`config.mk`:
```
export PLATFORM = sky130hd
export DESIGN_NAME = etc_core
export DESIGN_NICKNAME = d
export VERILOG_FILES = /design/src/inc/etc_pkg.sv /design/src/inc/etc_trig_if.sv /design/src/logic/etc_trig_cond.sv /design/src/logic/etc_timebase.sv /design/src/logic/etc_core.sv
export SDC_FILE = /design/constraint.sdc
export NUM_CORES = 1
export LEC_CHECK = 0
export ABC_AREA = 1
export ABC_CLOCK_PERIOD_IN_PS = 2700
export BUFFER_PORTS_ARGS = -buffer_cell sky130_fd_sc_hd__buf_4
export CAP_MARGIN = 10
export CORE_MARGIN = 2
export CORE_UTILIZATION = 30
export DETAILED_ROUTE_END_ITERATION = 12
export SYNTH_ARGS = -nofsm -noshare
export SYNTH_HDL_FRONTEND = slang
export SYNTH_SLANG_ARGS = --single-unit
```
`constraint.sdc`:
```
create_clock -name clock_i -period 2.7 [get_ports clock_i]
set_input_delay 0.675 -clock clock_i [delete_from_list [all_inputs] [get_ports clock_i]]
set_output_delay 0.675 -clock clock_i [all_outputs]
set_load 0.1 [all_outputs]
```
`src/inc/etc_pkg.sv`:
```
// Package with constants and types for the event time counter
package etc_pkg;
    // Counter geometry
    localparam int CNT_W = 16;
    localparam logic [15:0] CNT_ZERO = 16'h0000;
    localparam logic [15:0] CNT_ONE = 16'h0001;
    localparam logic [15:0] CNT_MAX = 16'hFFFF;
    // Clock rate and time bases
    localparam int CLK_HZ = 40_000_000;
    localparam int CLK_PERIOD_PS = 25_000;
    localparam int TB0_PS = 100_000;       // 0.1 us
    localparam int TB1_PS = 1_000_000;     // 1 us
    localparam int TB2_PS = 10_000_000;    // 10 us
    localparam int TB3_PS = 100_000_000;   // 0.1 ms
    localparam int TB4_PS = 1_000_000_000; // 1 ms
    localparam int TB0_CYC = TB0_PS / CLK_PERIOD_PS;
    localparam int TB1_CYC = TB1_PS / CLK_PERIOD_PS;
    localparam int TB2_CYC = TB2_PS / CLK_PERIOD_PS;
    localparam int TB3_CYC = TB3_PS / CLK_PERIOD_PS;
    localparam int TB4_CYC = TB4_PS / CLK_PERIOD_PS;
    localparam int PRE_W = 16;
    // Long trigger threshold: longer than 1.6 us
    localparam int LONG_NS = 1600;
    localparam int LONG_CYC = (LONG_NS * 1000) / CLK_PERIOD_PS;
    localparam int LONG_W = 8;
    // Selector positions
    localparam logic [3:0] POS_RST_LAST = 4'h4;
    localparam logic [3:0] POS_GATE_LAST = 4'h9;
    localparam logic [3:0] POS_TOG_LAST = 4'hE;
    localparam logic [3:0] POS_OCC = 4'hF;
    // Register map (word indices on the plain port)
    localparam int ADDR_W = 4;
    localparam logic [3:0] REG_CTRL = 4'h0;    // [3:0] selector, [5:4] source, [7:6] display
    localparam logic [3:0] REG_CMD = 4'h1;     // [0] manual clear, [1] clear overflow
    localparam logic [3:0] REG_COUNT = 4'h2;   // absolute count
    localparam logic [3:0] REG_STATUS = 4'h3;  // [0] overflow, [1] run, [2] armed
    localparam logic [3:0] REG_STAMP = 4'h4;   // last stamp (display form)
    localparam int CTRL_SEL_LSB = 0;
    localparam int CTRL_SRC_LSB = 4;
    localparam int CTRL_DSP_LSB = 6;
    localparam int CMD_CLR_BIT = 0;
    localparam int CMD_OVC_BIT = 1;
    localparam logic [7:0] CTRL_RESET = 8'h04;
    // Trigger sources
    typedef enum logic [1:0] {
        ETC_SRC_EVENT = 2'b00,
        ETC_SRC_HIGH = 2'b01,
        ETC_SRC_LOW = 2'b10
    } etc_src_t;
    // Display forms
    typedef enum logic [1:0] {
        ETC_DSP_PORT = 2'b00,
        ETC_DSP_ABS = 2'b01,
        ETC_DSP_REL = 2'b10
    } etc_dsp_t;
    // Toggle mode state
    typedef enum logic [1:0] {
        ETC_TG_IDLE = 2'b00,
        ETC_TG_STOP = 2'b01,
        ETC_TG_RUN = 2'b10
    } etc_tg_t;
endpackage

```
`src/inc/etc_trig_if.sv`:
```
// Interface carrying the conditioned trigger between modules
`timescale 1ns/1ps
interface etc_trig_if;
    logic level;
    logic rise;
    logic fall;
    logic long_seen;
    modport src (output level, output rise, output fall, output long_seen);
    modport dst (input level, input rise, input fall, input long_seen);
endinterface

```
`src/logic/etc_trig_cond.sv`:
```
// Trigger source select, synchroniser and pulse width measure
`timescale 1ns/1ps
module etc_trig_cond
    import etc_pkg::*;
(
    input wire logic clock_i,
    input wire logic rstn_i,
    input wire logic ce_i,
    input wire logic event_trig_i,
    input wire logic trig_high_i,
    input wire logic trig_low_n_i,
    input wire logic [1:0] src_sel_i,
    input wire logic width_en_i,
    etc_trig_if.src trig
);
    logic [2:0] sync1_ff;
    logic [2:0] sync2_ff;
    logic prev_ff;
    logic [LONG_W-1:0] wid_ff;
    logic long_ff;
    logic sel_lvl;
    logic [LONG_W-1:0] nxt_wid;

    // Polarity: low-active line inverted to a high trigger
    assign sel_lvl = (src_sel_i == ETC_SRC_HIGH) ? sync2_ff[1] :
                     (src_sel_i == ETC_SRC_LOW) ? ~sync2_ff[2] : sync2_ff[0]; // RULE_12 RULE_19
    assign trig.level = sel_lvl;
    assign trig.rise = sel_lvl & ~prev_ff;
    assign trig.fall = ~sel_lvl & prev_ff;
    assign trig.long_seen = long_ff;
    // Width counter saturates once past threshold
    assign nxt_wid = (!sel_lvl || !width_en_i) ? '0 :
                     (long_ff ? wid_ff : wid_ff + LONG_W'(1)); // RULE_11

    // Two-stage sync of every source, idle levels at reset
    always_ff @(posedge clock_i) begin
        if (!rstn_i) begin
            sync1_ff <= 3'b100;
            sync2_ff <= 3'b100;
            prev_ff <= 1'b0;
            wid_ff <= '0;
            long_ff <= 1'b0;
        end else if (ce_i) begin
            sync1_ff <= {trig_low_n_i, trig_high_i, event_trig_i}; // RULE_20
            sync2_ff <= sync1_ff; // RULE_20
            prev_ff <= sel_lvl;
            wid_ff <= nxt_wid;
            long_ff <= sel_lvl & width_en_i & (long_ff | (int'(wid_ff) >= LONG_CYC)); // RULE_07
        end
    end
endmodule

```
`src/logic/etc_timebase.sv`:
```
// Time base tick generator for the five selectable rates
`timescale 1ns/1ps
module etc_timebase
    import etc_pkg::*;
(
    input wire logic clock_i,
    input wire logic rstn_i,
    input wire logic ce_i,
    input wire logic [2:0] base_i,
    input wire logic restart_i,
    output logic tick_o
);
    logic [PRE_W-1:0] div_ff;
    logic [PRE_W-1:0] dec_ff;
    logic [PRE_W-1:0] pre_ff;
    logic [PRE_W-1:0] top;

    // Lowest stage divides to 0.1 us at base 0, else to 1 us; higher rates chain decades
    assign top = (base_i == 3'd0) ? PRE_W'(TB0_CYC - 1) : PRE_W'(TB1_CYC - 1); // RULE_02
    assign tick_o = (base_i == 3'd0) ? (div_ff == top) :
                    (div_ff == top) && (dec_ff == pre_ff);

    // Decade chain length per base
    always_comb begin
        unique case (base_i)
            3'd2: pre_ff = PRE_W'(TB2_CYC / TB1_CYC - 1);
            3'd3: pre_ff = PRE_W'(TB3_CYC / TB1_CYC - 1);
            3'd4: pre_ff = PRE_W'(TB4_CYC / TB1_CYC - 1);
            default: pre_ff = '0;
        endcase
    end

    // Prescaler counters
    always_ff @(posedge clock_i) begin
        if (!rstn_i) begin
            div_ff <= '0;
            dec_ff <= '0;
        end else if (ce_i) begin
            if (restart_i) begin
                div_ff <= '0;
                dec_ff <= '0;
            end else if (div_ff == top) begin
                div_ff <= '0;
                dec_ff <= (dec_ff >= pre_ff) ? '0 : dec_ff + PRE_W'(1);
            end else begin
                div_ff <= div_ff + PRE_W'(1);
            end
        end
    end
endmodule

```
`src/logic/etc_core.sv`:
```
// Event time counter top: modes, counter, stamps and register port
//
// Operation
// RULE_01: Display selects port, absolute or relative value
// RULE_02: Five time bases from 0.1us to 1ms
// RULE_03: Counter wraps to zero past maximum
// RULE_04: Overflow sets a sticky visible indicator
// RULE_05: Positions 0-4: high trigger resets counter
// RULE_06: Positions 5-9: count only while trigger high
// RULE_07: Positions A-E: pulse over 1.6us is long
// RULE_08: After long reset, short pulses toggle counting
// RULE_09: Toggle modes: manual clear stops and zeroes
// RULE_10: Position F counts trigger rising edges
// RULE_11: Pulse width only judged in A-E
// RULE_12: Trigger from event logic or direct inputs
// RULE_13: Default trigger source is event logic
// RULE_14: Paused emulator sends no trigger; overflow acceptable
// RULE_15: Stamp is raw unscaled count
// RULE_16: Counter is 16 bits, max 65535
// RULE_17: Relative is difference; first shows absolute
// RULE_18: Manual clear zeroes the counter
// RULE_19: Direct inputs active high and active low
// RULE_20: All trigger sources synchronised before use
//
// Chosen here: the address map and the address-and-strobe port.
`timescale 1ns/1ps
module etc_core
    import etc_pkg::*;
(
    input wire logic clock_i,
    input wire logic rstn_i,
    input wire logic ce_i,
    input wire logic event_trig_i,
    input wire logic trig_high_i,
    input wire logic trig_low_n_i,
    input wire logic clear_btn_i,
    input wire logic [15:0] logic_analyzer_port_i,
    input wire logic trace_strobe_i,
    input wire logic trace_first_i,
    input wire logic [ADDR_W-1:0] addr_i,
    input wire logic [15:0] wdata_i,
    input wire logic wr_i,
    input wire logic rd_i,
    output logic [15:0] rdata_o,
    output logic [15:0] stamp_o,
    output logic stamp_valid_o,
    output logic [15:0] count_o,
    output logic overflow_o
);
    etc_trig_if trig();

    logic [7:0] ctrl_ff;
    logic [CNT_W-1:0] cnt_ff;
    logic [CNT_W-1:0] nxt_cnt;
    logic [CNT_W-1:0] last_ff;
    logic [15:0] stamp_ff;
    logic stamp_v_ff;
    logic ovf_ff;
    logic [15:0] rdata_ff;
    logic long_d_ff;
    etc_tg_t tg_ff;
    etc_tg_t nxt_tg;
    logic [3:0] sel;
    logic [1:0] src;
    logic [1:0] dsp;
    logic mode_rst;
    logic mode_gate;
    logic mode_tog;
    logic mode_occ;
    logic [2:0] base;
    logic tick;
    logic clr_sw;
    logic ovc_sw;
    logic man_clr;
    logic long_start;
    logic short_end;
    logic cnt_en;
    logic adv;
    logic wrap;
    logic rst_trig;
    logic [15:0] abs_val;
    logic [15:0] rel_val;
    logic [15:0] rd_mux;

    // Map selector position to time base index 0..4; position F gives 5
    function automatic logic [2:0] base_of(input logic [3:0] p);
        logic [3:0] r;
        r = (p <= POS_RST_LAST) ? p :
            (p <= POS_GATE_LAST) ? p - (POS_RST_LAST + 4'h1) :
            p - (POS_GATE_LAST + 4'h1);
        return r[2:0];
    endfunction

    // Register field split
    assign sel = ctrl_ff[CTRL_SEL_LSB +: 4];
    assign src = ctrl_ff[CTRL_SRC_LSB +: 2];
    assign dsp = ctrl_ff[CTRL_DSP_LSB +: 2];
    assign base = base_of(sel); // RULE_02

    // Mode decode from the 16-position selector
    assign mode_rst = (sel <= POS_RST_LAST); // RULE_05
    assign mode_gate = (sel > POS_RST_LAST) && (sel <= POS_GATE_LAST); // RULE_06
    assign mode_tog = (sel > POS_GATE_LAST) && (sel <= POS_TOG_LAST); // RULE_08
    assign mode_occ = (sel == POS_OCC); // RULE_10

    // Command writes: clear and overflow acknowledge
    assign clr_sw = wr_i && (addr_i == REG_CMD) && wdata_i[CMD_CLR_BIT];
    assign ovc_sw = wr_i && (addr_i == REG_CMD) && wdata_i[CMD_OVC_BIT];
    assign man_clr = clr_sw | clear_btn_i; // RULE_18

    // Trigger conditioning
    etc_trig_cond u_trig (
        .clock_i(clock_i),
        .rstn_i(rstn_i),
        .ce_i(ce_i),
        .event_trig_i(event_trig_i),
        .trig_high_i(trig_high_i),
        .trig_low_n_i(trig_low_n_i),
        .src_sel_i(src),
        .width_en_i(mode_tog), // RULE_11
        .trig(trig.src)
    );

    // Time base prescaler, restarted by a reset trigger or a manual clear (not by a wrap)
    etc_timebase u_tb (
        .clock_i(clock_i),
        .rstn_i(rstn_i),
        .ce_i(ce_i),
        .base_i(base),
        .restart_i(rst_trig | man_clr),
        .tick_o(tick)
    );

    // Long pulse detected this cycle; short pulse ends on a fall
    assign long_start = trig.long_seen & ~long_d_ff; // RULE_07
    assign short_end = trig.fall & ~long_d_ff; // RULE_08

    // Toggle state machine for positions A-E
    always_comb begin
        nxt_tg = tg_ff;
        if (!mode_tog || man_clr) begin
            nxt_tg = ETC_TG_IDLE; // RULE_09
        end else if (long_start) begin
            nxt_tg = ETC_TG_STOP; // RULE_07
        end else begin
            unique case (tg_ff)
                ETC_TG_IDLE: nxt_tg = ETC_TG_IDLE;
                ETC_TG_STOP: begin
                    if (short_end) begin
                        nxt_tg = ETC_TG_RUN; // RULE_08
                    end
                end
                ETC_TG_RUN: begin
                    if (short_end) begin
                        nxt_tg = ETC_TG_STOP; // RULE_08
                    end
                end
                default: nxt_tg = ETC_TG_IDLE;
            endcase
        end
    end

    // Counter reset and enable per mode; positions 0-4 run freely between triggers
    assign rst_trig = (mode_rst && trig.level) || (mode_tog && long_start); // RULE_05 RULE_07
    assign cnt_en = mode_rst || (mode_gate && trig.level) || // RULE_05 RULE_06
                    (mode_tog && tg_ff == ETC_TG_RUN); // RULE_08
    assign adv = mode_occ ? trig.rise : (cnt_en && tick); // RULE_10 RULE_02
    assign wrap = adv && (cnt_ff == CNT_MAX) && !rst_trig && !man_clr;

    // Next count: clear dominates, then reset trigger, then advance
    assign nxt_cnt = (man_clr || rst_trig) ? CNT_ZERO : // RULE_18 RULE_05
                     adv ? cnt_ff + CNT_ONE : cnt_ff; // RULE_03 RULE_16

    // Stamp forms: raw absolute count and difference
    assign abs_val = cnt_ff; // RULE_15
    assign rel_val = trace_first_i ? cnt_ff : cnt_ff - last_ff; // RULE_17

    // Register read selection
    always_comb begin
        rd_mux = 16'h0000;
        unique case (addr_i)
            REG_CTRL: rd_mux = {8'h00, ctrl_ff};
            REG_COUNT: rd_mux = cnt_ff;
            REG_STATUS: rd_mux = {13'h0000, (tg_ff != ETC_TG_IDLE), cnt_en, ovf_ff};
            REG_STAMP: rd_mux = stamp_ff;
            default: rd_mux = 16'h0000;
        endcase
    end

    // Control register, selector default position and event source
    always_ff @(posedge clock_i) begin
        if (!rstn_i) begin
            ctrl_ff <= CTRL_RESET; // RULE_13
        end else if (ce_i && wr_i && addr_i == REG_CTRL) begin
            ctrl_ff <= wdata_i[7:0];
        end
    end

    // Counter, toggle state and overflow flag
    always_ff @(posedge clock_i) begin
        if (!rstn_i) begin
            cnt_ff <= CNT_ZERO;
            tg_ff <= ETC_TG_IDLE;
            long_d_ff <= 1'b0;
            ovf_ff <= 1'b0;
        end else if (ce_i) begin
            cnt_ff <= nxt_cnt;
            tg_ff <= nxt_tg;
            long_d_ff <= trig.long_seen | (long_d_ff & trig.level);
            // Set wins over acknowledge
            ovf_ff <= wrap | (ovf_ff & ~ovc_sw); // RULE_04
        end
    end

    // Trace stamp capture per traced cycle
    always_ff @(posedge clock_i) begin
        if (!rstn_i) begin
            last_ff <= CNT_ZERO;
            stamp_ff <= 16'h0000;
            stamp_v_ff <= 1'b0;
        end else if (ce_i) begin
            stamp_v_ff <= trace_strobe_i;
            if (trace_strobe_i) begin
                last_ff <= cnt_ff; // RULE_17
                unique case (dsp)
                    ETC_DSP_ABS: stamp_ff <= abs_val; // RULE_01
                    ETC_DSP_REL: stamp_ff <= rel_val; // RULE_01
                    default: stamp_ff <= logic_analyzer_port_i; // RULE_01
                endcase
            end
        end
    end

    // Read data one cycle after the strobe
    always_ff @(posedge clock_i) begin
        if (!rstn_i) begin
            rdata_ff <= 16'h0000;
        end else if (ce_i) begin
            rdata_ff <= rd_i ? rd_mux : 16'h0000;
        end
    end

    assign rdata_o = rdata_ff;
    assign stamp_o = stamp_ff;
    assign stamp_valid_o = stamp_v_ff;
    assign count_o = cnt_ff;
    assign overflow_o = ovf_ff;
endmodule

```
; ---- Word-level counts from Yosys, hierarchy flattened
; Cells that the tools add are included.
[totals]
register_bits = 125
latch_bits = 0
ram_bits = 0
rom_bits = 0
inputBits = 47
output_inout_bits = 50
n_memories = 0
[op_classes]
n_addsub = 7
multipliers = 0
div_mod_pow = 0
n_lt_le_gt_ge = 7
n_eq_ne = 20
shift = 0
n_mux = 26
bitwise_logic = 18
n_reduce_logical = 36
[ops]
columns = op, count
row1 = 16-bit two-way mux, 9
row2 = 16-bit case mux with 4 select lines, 1
row3 = 16-bit by 1-bit adder with 16-bit output (second input constant), 3
row4 = 16-bit case mux with 2 select lines, 1
row5 = 10-bit case mux with 3 select lines, 1
row6 = 16-bit by 10-bit equality test with 1-bit output, 1
row7 = 16-bit equality test, 1
row8 = 16-bit equality test (second input constant), 1
row9 = 16-bit by 10-bit >= comparator with 1-bit output, 1
row10 = 1-bit logical AND, 16
row11 = 8-bit two-way mux, 2
row12 = 16-bit subtractor, 1
row13 = 8-bit by 1-bit adder with 8-bit output (second input constant), 1
row14 = 1-bit bitwise AND, 8
row15 = 4-bit by 2-bit equality test with 1-bit output (second input constant), 2
row16 = 8-bit by 7-bit >= comparator with 1-bit output (second input constant), 1
row17 = 4-bit less-or-equal comparator (second input constant), 2
row18 = 2-bit two-way mux, 4
row19 = 4-bit != test (second input constant), 2
row20 = 2-bit AND reduction, 4
row21 = 2-bit by 1-bit equality test with 1-bit output (second input constant), 3
row22 = 2-bit equality test (second input constant), 3
row23 = 3-bit by 2-bit equality test with 1-bit output (second input constant), 2
row24 = 1-bit logical OR, 6
row25 = other kinds (21), 38

; ---- Logic depth before layout (Yosys ltp)
; Gate-level depths: netlist of the first run.
[depth]
ltp_word = 14
depth_mapped = 27
depth_no_buf = 27

; ---- Cells and area by module
; Synthesis of the first run repeated with hierarchy kept, for this count alone.
[unflattened]
cells_unflattened = 1231
area_unflattened_um2 = 8018.9
[modules_own_cells]
columns = mod, instances, cells_each, area_per_inst_um2
row1 = etc_core, 1, 812, 5157.4
row2 = etc_timebase, 1, 295, 2015.7
row3 = etc_trig_cond, 1, 124, 845.8

; ---- Worst setup path before layout of the first run
; OpenSTA, ideal clock, no wires.
[synth_path]
path_type = reg-to-reg
from = register cnt_ff[0], in the netlist count_o[0]
to = register stamp_ff[10], in the netlist stamp_o[10]
setup_ns = 0.070
arrival_ns = 2.935
setup_slack_ns = -0.306
path_stages_with_launch = 12
period_less_slack_ns = 3.006
cell_sequence = dfxtp_1 inv_1 ha_1 fa_1 o21ai_0 a21oi_1 or2_2 nand3_1 nand2_1 nand2_1 nand2_1 a21oi_1
[synth_via]
elab_chain_len = 3
[synth_lines]
columns = item, line_no
row1 = start: declaration, etc_core.sv:53  ; logic [CNT_W-1:0] cnt_ff;
row2 = start signal: assignment, etc_core.sv:207  ; cnt_ff <= nxt_cnt;
row3 = 16-bit subtractor, etc_core.sv:176  ; assign rel_val = trace_first_i ? cnt_ff : cnt_ff - last_ff;
row4 = 16-bit two-way mux, etc_core.sv:176
row5 = 16-bit case mux with 2 select lines, etc_core.sv:225  ; unique case (dsp)
row6 = end signal: assignment, etc_core.sv:226  ; ETC_DSP_ABS: stamp_ff <= abs_val;
row7 = end signal: assignment, etc_core.sv:227  ; ETC_DSP_REL: stamp_ff <= rel_val;
row8 = end signal: assignment, etc_core.sv:228  ; default: stamp_ff <= logic_analyzer_port_i;
row9 = end: declaration, etc_core.sv:56  ; logic [15:0] stamp_ff;
; No other way between the ends.
; A chain may end at the register's enable or synchronous reset.

; ---- Worst setup path after layout of the first run
[layout_path]
from = register ctrl_ff[0]
to = register cnt_ff[14], in the netlist count_o[14]
[layout_via]
elab_chain_len = 12
elab_cells_between_ends = 35
[layout_lines]
columns = item, line_no
row1 = start: declaration, etc_core.sv:52  ; logic [7:0] ctrl_ff;
row2 = start signal: assignment, etc_core.sv:195  ; ctrl_ff <= wdata_i[7:0];
row3 = "4-bit less-or-equal comparator, or another cell as far along", "etc_core.sv:89, etc_core.sv:102"
row4 = 3-bit two-way mux, etc_core.sv:89  ; (p <= POS_GATE_LAST) ? p - (POS_RST_LAST + 4'h1) :
row5 = 3-bit two-way mux, etc_core.sv:88  ; r = (p <= POS_RST_LAST) ? p :
row6 = "3-bit equality test, or another cell as far along", etc_timebase.sv:25  ; unique case (base_i)
row7 = 10-bit case mux with 3 select lines / 6-bit two-way mux (equally long branches), "etc_timebase.sv:25, etc_timebase.sv:19"
row8 = 16-bit by 10-bit equality test with 1-bit output / 16-bit equality test (equally long branches), "etc_timebase.sv:21, etc_timebase.sv:20"
row9 = 1-bit logical AND, etc_timebase.sv:21  ; (div_ff == top) && (dec_ff == pre_ff);
row10 = 1-bit two-way mux, etc_timebase.sv:20  ; assign tick_o = (base_i == 3'd0) ? (div_ff == top) :
row11 = 1-bit logical AND, etc_core.sv:167  ; assign adv = mode_occ ? trig.rise : (cnt_en && tick);
row12 = 1-bit two-way mux, etc_core.sv:167
row13 = 2-bit nonzero test (no source line), --
row14 = 2-bit AND reduction (no source line), --
; Parallel ways exist; a longest one is shown, timed or not.

==> results.txt, run 1 <==
Sequence of cells on the critical path -> inv_2, ha_4, o21ai_4, inv_2, nand2_2, nand2_4, nor2_4, inv_2, o21ai_2, inv_2, ha_4, nand2_2, nor2_2, nand4_1, a21oi_2, nand3_2, nand3_4, clkbuf_16, nand3_1, a21oi_2
Worst hold path depth -> 2
Crit. End Element -> flop
Final Wtd Congestion -> 0.894
Final worst setup slack -> -0.206 ns
Final wirelength -> 24300 um
Clk pwr share -> 48.6%
# rows -> 57
Bufs and invs on worst path -> 5
Post-synth EDFFs -> 0
CTS Buffer Depth -> 2
Switch share -> 28.6%
Via count -> 7808
Starting Density -> 30.8%
Clk sinks -> 125
Reg power frac -> 37.1%
Iteration-0 DRC Markers -> 513
Commonest non-fill, non-tap cell in the layout -> nand2_1
Die Span Y -> 162 um
RSZ-0062 raised after global routing -> true
Post-synthesis sequential area ratio -> 33.3%
Hold Path Sink -> u_tb.dec_ff[11]
Yosys reg bits -> 125
Die area -> 0.0264 mm^2
CTS tree -> yes
First-pass detailed-route iteration total -> 5
Post-synth cell types -> 50
Worst Path Class, Setup -> flop to flop
Worst-case reg-to-reg path depth -> 20
Critical path launch point -> ctrl_ff[0]
P per Cell Area -> 529 mW/mm^2
Worst endpoint required time -> 3.06 ns
Area grow syn2layout -> 30.3%
Antenna Nets Post-Route -> 0
WP data arrival -> 3.26 ns
IO Count -> 97
CP peak stage delay -> 0.35 ns
FF-to-FF End -> count_o[14]
Min Tclk post-route -> 2.91 ns
Final layout net count -> 1304
Residual DRC -> 0
Final worst path period share -> 108%
Drt wl/cell -> 15.6 um
Worst Hold Class -> flop to flop
Core Region -> 0.0245 mm^2
Status -> complete, but fails checks
Wire length of the first global-routing pass -> 38300 um
Initial antenna violation count -> 0
Setup crit start kind -> flop
Synth Area per Inst -> 6.86 um^2
Count of final hold-check violations -> 0
Max-slew violation count -> 0
Levels on crit path -> 20
Fmax -> 344 MHz
CTS HTree Levels -> 4
Setup Viol. Count Final -> 47
CTS buffer count -> 17
Power share of the combinational group -> 14.3%
VDD IR max -> 0.000434 V
Cell-internal power -> 3.71 mW
Placed Area -> 0.00882 mm^2
CP delay by family, top -> simple AND/OR/NAND/NOR gates
I/O Buffers -> 88
Commonest cells after routing, fill and taps aside -> nand2_1 (208), buf_4 (142), a21oi_1 (135)
Share of layout cells above drive strength 1 -> 23.1%
Crit path max-delay cell type -> dfxtp_2
Grt total ovfl -> 0
Worst r2r src -> ctrl_ff[0]
Root buf cell -> clkbuf_16
Final Skew -> 0.0174 ns
Largest net degree at the start of global routing -> 50
Worst Tran Pin Value -> 0.563 ns
Slew headroom -> 62.5%
Hold_sp -> u_tb.dec_ff[11]
Post-Syn Instances -> 1097
Antenna Cells -> 0
GRT Total Usage -> 18.3%
Max cap viols -> 0
FFs w/ async S/R, synth -> 0%
Reg2Reg Setup Slack -> -0.21 ns
Clock Latency Late Sink -> 0.43 ns
Crit path max fanout -> 6
Syn_nets -> 1179
Synthesized area -> 0.00753 mm^2
Fin util -> 40.1%
Most used cell, CP -> inv_2
Ys Warns -> 0
Post-synth top flop -> dfxtp_1
Half-perimeter wire length after placement -> 17700 um
Vias in the first global route -> 7301
Leak -> 3.87 nW
Reg clk slew, reported paths -> 0.06 ns
Die extent in x -> 162 um
Failing checks -> setup timing
Final Cell Area -> 0.00980 mm^2
Psw -> 1.48 mW
Via density -> 5.01
cells in the mapped netlist, drive strengths merged, types with 5 or more instances:
master / instances / area share (%)
a21oi: 147 / 10
buf: 12 / 1.3
clkbuf: 31 / 1.5
dfxtp: 125 / 33
ha: 34 / 5.7
inv: 116 / 5.8
nand2: 233 / 13
nand3: 76 / 5.5
nand4: 13 / 1.1
nor2: 107 / 5.7
nor3: 33 / 2.3
nor4: 5 / 0.50
o211ai: 11 / 1.2
o21ai: 76 / 5.2
o221ai: 8 / 0.93
or2: 5 / 0.42
xor2: 32 / 3.7
logic make-up after synthesis:
group | Yosys count | share of synthesized area (%)
simple gates | 478 | 28.5
compound gates | 261 | 19.4
buf+inv | 162 | 8.76
flops | 125 | 33.3
xor+xnor | 36 | 4.19
fa+ha+maj | 35 | 5.92
state kept, by name, indices dropped and copies added (netlist names):
| register | count |
|---|---|
| u_trig.wid_ff | 8 |
| u_trig.sync1_ff | 3 |
| u_trig.trig.long_seen | 1 |
| tg_ff | 2 |
| stamp_valid_o | 1 |
| ctrl_ff | 8 |
| u_tb.div_ff | 16 |
| rdata_o | 16 |
| overflow_o | 1 |
| long_d_ff | 1 |
| u_trig.prev_ff | 1 |
| stamp_o | 16 |
| count_o | 16 |
| u_tb.dec_ff | 16 |
| last_ff | 16 |
| u_trig.sync2_ff | 3 |
routing by layer:
metal	wire length, um	track usage, %
met4	501	5.63
met2	11600	30.2
met1	10700	23.6
met5	0	0
met3	1450	4.48
through the flow:
step	instances	setup slack, ns	total power, mW	TNS, ns	hold slack, ns
floorplan	1097	-0.0388	2.43	-0.325	0.408
global placement	1513	-0.216	2.64	-4.58	0.416
detailed placement	1513	-0.247	2.64	-5.37	0.423
CTS	1557	-0.184	5.18	-4.26	0.433
global route	1558	-0.405	5.38	-13.80	0.463
finish	1558	-0.206	5.19	-4.68	0.434
how the worst max path moves through the flow:
| stage | endpoint | slack (ns) |
|---|---|---|
| detailed placement | count_o[14] | -0.25 |
| global placement | count_o[14] | -0.22 |
| CTS | count_o[8] | -0.18 |
| finish | count_o[14] | -0.21 |
| floorplan | count_o[6] | -0.04 |
| global route | count_o[5] | -0.40 |
worst register-to-register path, cell delays in order, from the launching register on:
cell and delay [ns]:
dfxtp_2 0.35, inv_2 0.05, ha_4 0.16, o21ai_4 0.22
inv_2 0.07, nand2_2 0.10, nand2_4 0.08, nor2_4 0.09
inv_2 0.04, o21ai_2 0.11, inv_2 0.08, ha_4 0.28
nand2_2 0.05, nor2_2 0.11, nand4_1 0.16, a21oi_2 0.19
nand3_2 0.13, nand3_4 0.18, clkbuf_16 0.18, nand3_1 0.07
a21oi_2 0.13
power by group through the flow:
stage / registers [mW] / clock network (mW) / logic [mW]
final: 1.92 / 2.52 / 0.742
after global routing: 1.93 / 2.64 / 0.812
after CTS: 1.92 / 2.55 / 0.704
after detailed placement: 1.96 / 0 / 0.681
after global placement: 1.96 / 0 / 0.677
after floorplan: 2.06 / 0 / 0.367
final cells by class:
cell class | instances | area [um^2]
Clock buffer | 17 | 425
Clock inverter | 14 | 210
Fill cell | 2524 | 14700
Inverter | 119 | 453
Multi-Input combinational cell | 810 | 4610
Sequential cell | 125 | 2510
Tap cell | 324 | 405
Timing Repair Buffer | 149 | 1190
what timing repair did:
| item | CTS | global route |
|---|---|---|
| setup buffers | 13 | 0 |
| cloned | 0 | 1 |
| hold buffers | 0 | 0 |
| gates resized for setup | 22 | 30 |
| pin swaps | 8 | 28 |
| endpoints found under the setup margin | 28 | 47 |
Note: power is estimated with default switching activity, not from simulation.
==> run 2: changes to the inputs <==
--- a/config.mk
+++ b/config.mk
@@ -7,11 +7,12 @@
 export LEC_CHECK = 0
 export ABC_AREA = 1
 export ABC_CLOCK_PERIOD_IN_PS = 2700
-export BUFFER_PORTS_ARGS = -buffer_cell sky130_fd_sc_hd__buf_4
 export CAP_MARGIN = 10
 export CORE_MARGIN = 2
 export CORE_UTILIZATION = 30
 export DETAILED_ROUTE_END_ITERATION = 12
+export DONT_BUFFER_PORTS = 1
+export GPL_TIMING_DRIVEN = 0
 export SYNTH_ARGS = -nofsm -noshare
 export SYNTH_HDL_FRONTEND = slang
 export SYNTH_SLANG_ARGS = --single-unit
==> run 2 against run 1 <==
The flow still finishes with violations (setup timing). Non-clock buffer count decreased by 84. First-iteration DRC count grew 25%. Utilization fell by 3.1 points. Hold slack got worse by 0.061 ns. Clock-buffer cell count is 1 higher. Clock skew down 0.0052 ns. Wire length increased by 2.6%. Sequential share of layout area increased by 2.5 points.
==> results.txt, run 2 (same netlist as run 1, synthesis figures left out) <==
Status -> complete, but fails checks
Failing checks -> setup timing
Starting Density -> 30.8%
Worst Tran Pin Value -> 1.28 ns
Clk sinks -> 125
Drt wl/cell -> 16.9 um
Share of layout cells above drive strength 1 -> 15.6%
Switch share -> 31.6%
Leak -> 3.33 nW
# placed instances -> 1425
Residual DRC -> 0
Slew headroom -> 14.2%
Core Region -> 0.0245 mm^2
Final layout net count -> 1220
Max cap viols -> 0
Fin util -> 37.0%
Final worst setup slack -> -0.328 ns
Min Tclk post-route -> 3.03 ns
Reg clk slew, reported paths -> 0.07 ns
Setup crit start kind -> flop
Worst hold path depth -> 2
Vias in the first global route -> 7229
Psw -> 1.52 mW
CTS buffer count -> 17
GRT Total Usage -> 19.0%
CTS HTree Levels -> 4
Pwr Total -> 4.82 mW
Largest net degree at the start of global routing -> 17
FF/Latch Area -> 0.00254 mm^2
Via density -> 5.15
Worst endpoint required time -> 2.98 ns
Worst Path Class, Setup -> flop to flop
Clk pwr share -> 46.5%
P per Cell Area -> 533 mW/mm^2
Power share of the combinational group -> 11.5%
Reg power frac -> 42.0%
Placed Area -> 0.00805 mm^2
CTS tree -> yes
First-pass detailed-route iteration total -> 6
Antenna Nets Post-Route -> 0
Area grow syn2layout -> 20.1%
Die area -> 0.0264 mm^2
Die extent in x -> 162 um
Post-Layout Cell Count -> 1476
Half-perimeter wire length after placement -> 18900 um
Via count -> 7605
CTS Buffer Depth -> 2
Crit. End Element -> flop
Multi-input logic area -> 0.00460 mm^2
VDD IR max -> 0.000496 V
IO Count -> 97
Final wirelength -> 24900 um
WP data arrival -> 3.30 ns
Max-slew violation count -> 0
Cell-internal power -> 3.30 mW
Setup Viol. Count Final -> 28
Final Wtd Congestion -> 0.957
Clock Latency Late Sink -> 0.43 ns
RSZ-0062 raised after global routing -> true
Root buf cell -> clkbuf_16
Iteration-0 DRC Markers -> 639
Final Skew -> 0.0123 ns
Number of hold buffers added after CTS -> 0
Crit path max-delay cell type -> dfxtp_4
CP peak stage delay -> 0.37 ns
Worst Hold Class -> primary input to flop
Commonest non-fill, non-tap cell in the layout -> nand2_1
Worst-case reg-to-reg path depth -> 19
Commonest cells after routing, fill and taps aside -> nand2_1 (201), a21oi_1 (136), dfxtp_1 (109)
Final Cell Area -> 0.00904 mm^2
Die Span Y -> 162 um
Count of final hold-check violations -> 0
Fmax -> 330 MHz
Final worst path period share -> 112%
# rows -> 57
I/O Buffers -> 0
Crit path max fanout -> 6
Grt total ovfl -> 0
Wire length of the first global-routing pass -> 38900 um
Sequence of cells on the critical path -> inv_4, ha_4, o21ai_4, nand3_1, nand2_2, clkinv_4, o21ai_2, inv_2, ha_4, nand2_2, nor2_4, nand4_1, a21oi_2, nand3_2, nand3_4, nand2_8, buf_12, nand2_4, a21oi_2
Fill cell count -> 2601
Initial antenna violation count -> 1
## run 2: cell count changes in the layout (fill, tap and decap cells not counted), sizes merged
cell	delta
clkinvlp	+3
bufinv	-4
clkinv	-3
buf	-114
inv	+4
diode	+1
clkbuf	+31
## run 2: per-layer routing
layer | vias to the layer above | part of all wire [%] | GRT usage, %
met4 | 0 | 3.6 | 7.72
li1 | 3759 | - | -
met3 | 63 | 8.4 | 5.88
met2 | 271 | 46 | 31.0
met1 | 3512 | 42 | 23.4
met5 | - | 0 | 0
## run 2: what timing repair did
action / CTS / global route
resized for setup: 54 / 28
setup buffers: 13 / 4
cloned: 1 / 0
setup endpoints to repair: 40 / 37
pin swaps: 16 / 11
## run 2: power by group through the flow
stage / Clock (mW) / Sequential (mW) / Combinational, mW
4_1_cts: 2.26 / 2.03 / 0.533
3_3_place_gp: 0 / 2.07 / 0.489
2_1_floorplan: 0 / 2.06 / 0.367
5_1_grt: 2.33 / 2.03 / 0.616
6_report: 2.24 / 2.03 / 0.553
3_5_place_dp: 0 / 2.07 / 0.493
## run 2: through the flow
step	worst slack, ns	TNS [ns]	hold WS (ns)
after detailed placement	-0.540	-14.56	0.421
after floorplan	-0.0388	-0.325	0.408
after global routing	-0.550	-13.84	0.383
after global placement	-0.555	-14.40	0.417
final	-0.328	-7.39	0.373
after CTS	-0.318	-6.53	0.372
## run 2: area by class of cell
cell class | instances | area share [%]
Clock buffer | 18 | 4.86
Timing Repair Buffer | 22 | 2.80
Sequential cell | 125 | 28.1
Antenna cell | 1 | 0.0277
Tap cell | 324 | 4.48
Clock inverter | 14 | 1.37
Inverter | 119 | 5.09
Buffer | 43 | 2.34
Multi-Input combinational cell | 810 | 50.9
## run 2: final timing paths
| check | startpoint | endpoint | slack, ns |
|---|---|---|---|
| worst max register to register | ctrl_ff[0] | count_o[15] | -0.33 |
| worst max-delay path | ctrl_ff[0] | count_o[15] | -0.33 |
| worst min register to register | u_tb.dec_ff[11] | u_tb.dec_ff[11] | 0.43 |
| worst min-delay path | trig_low_n_i | u_trig.sync1_ff[2] | 0.37 |
## run 2: worst max-delay path: cells and delay by family (launching register included)
family / cells / cell delay, ns
AOI/OAI and AO/OA: 4 / 0.68
adders and majority gates: 2 / 0.43
buffers and inverters: 4 / 0.37
DFF: 1 / 0.37
and+or+nand+nor: 9 / 1.02
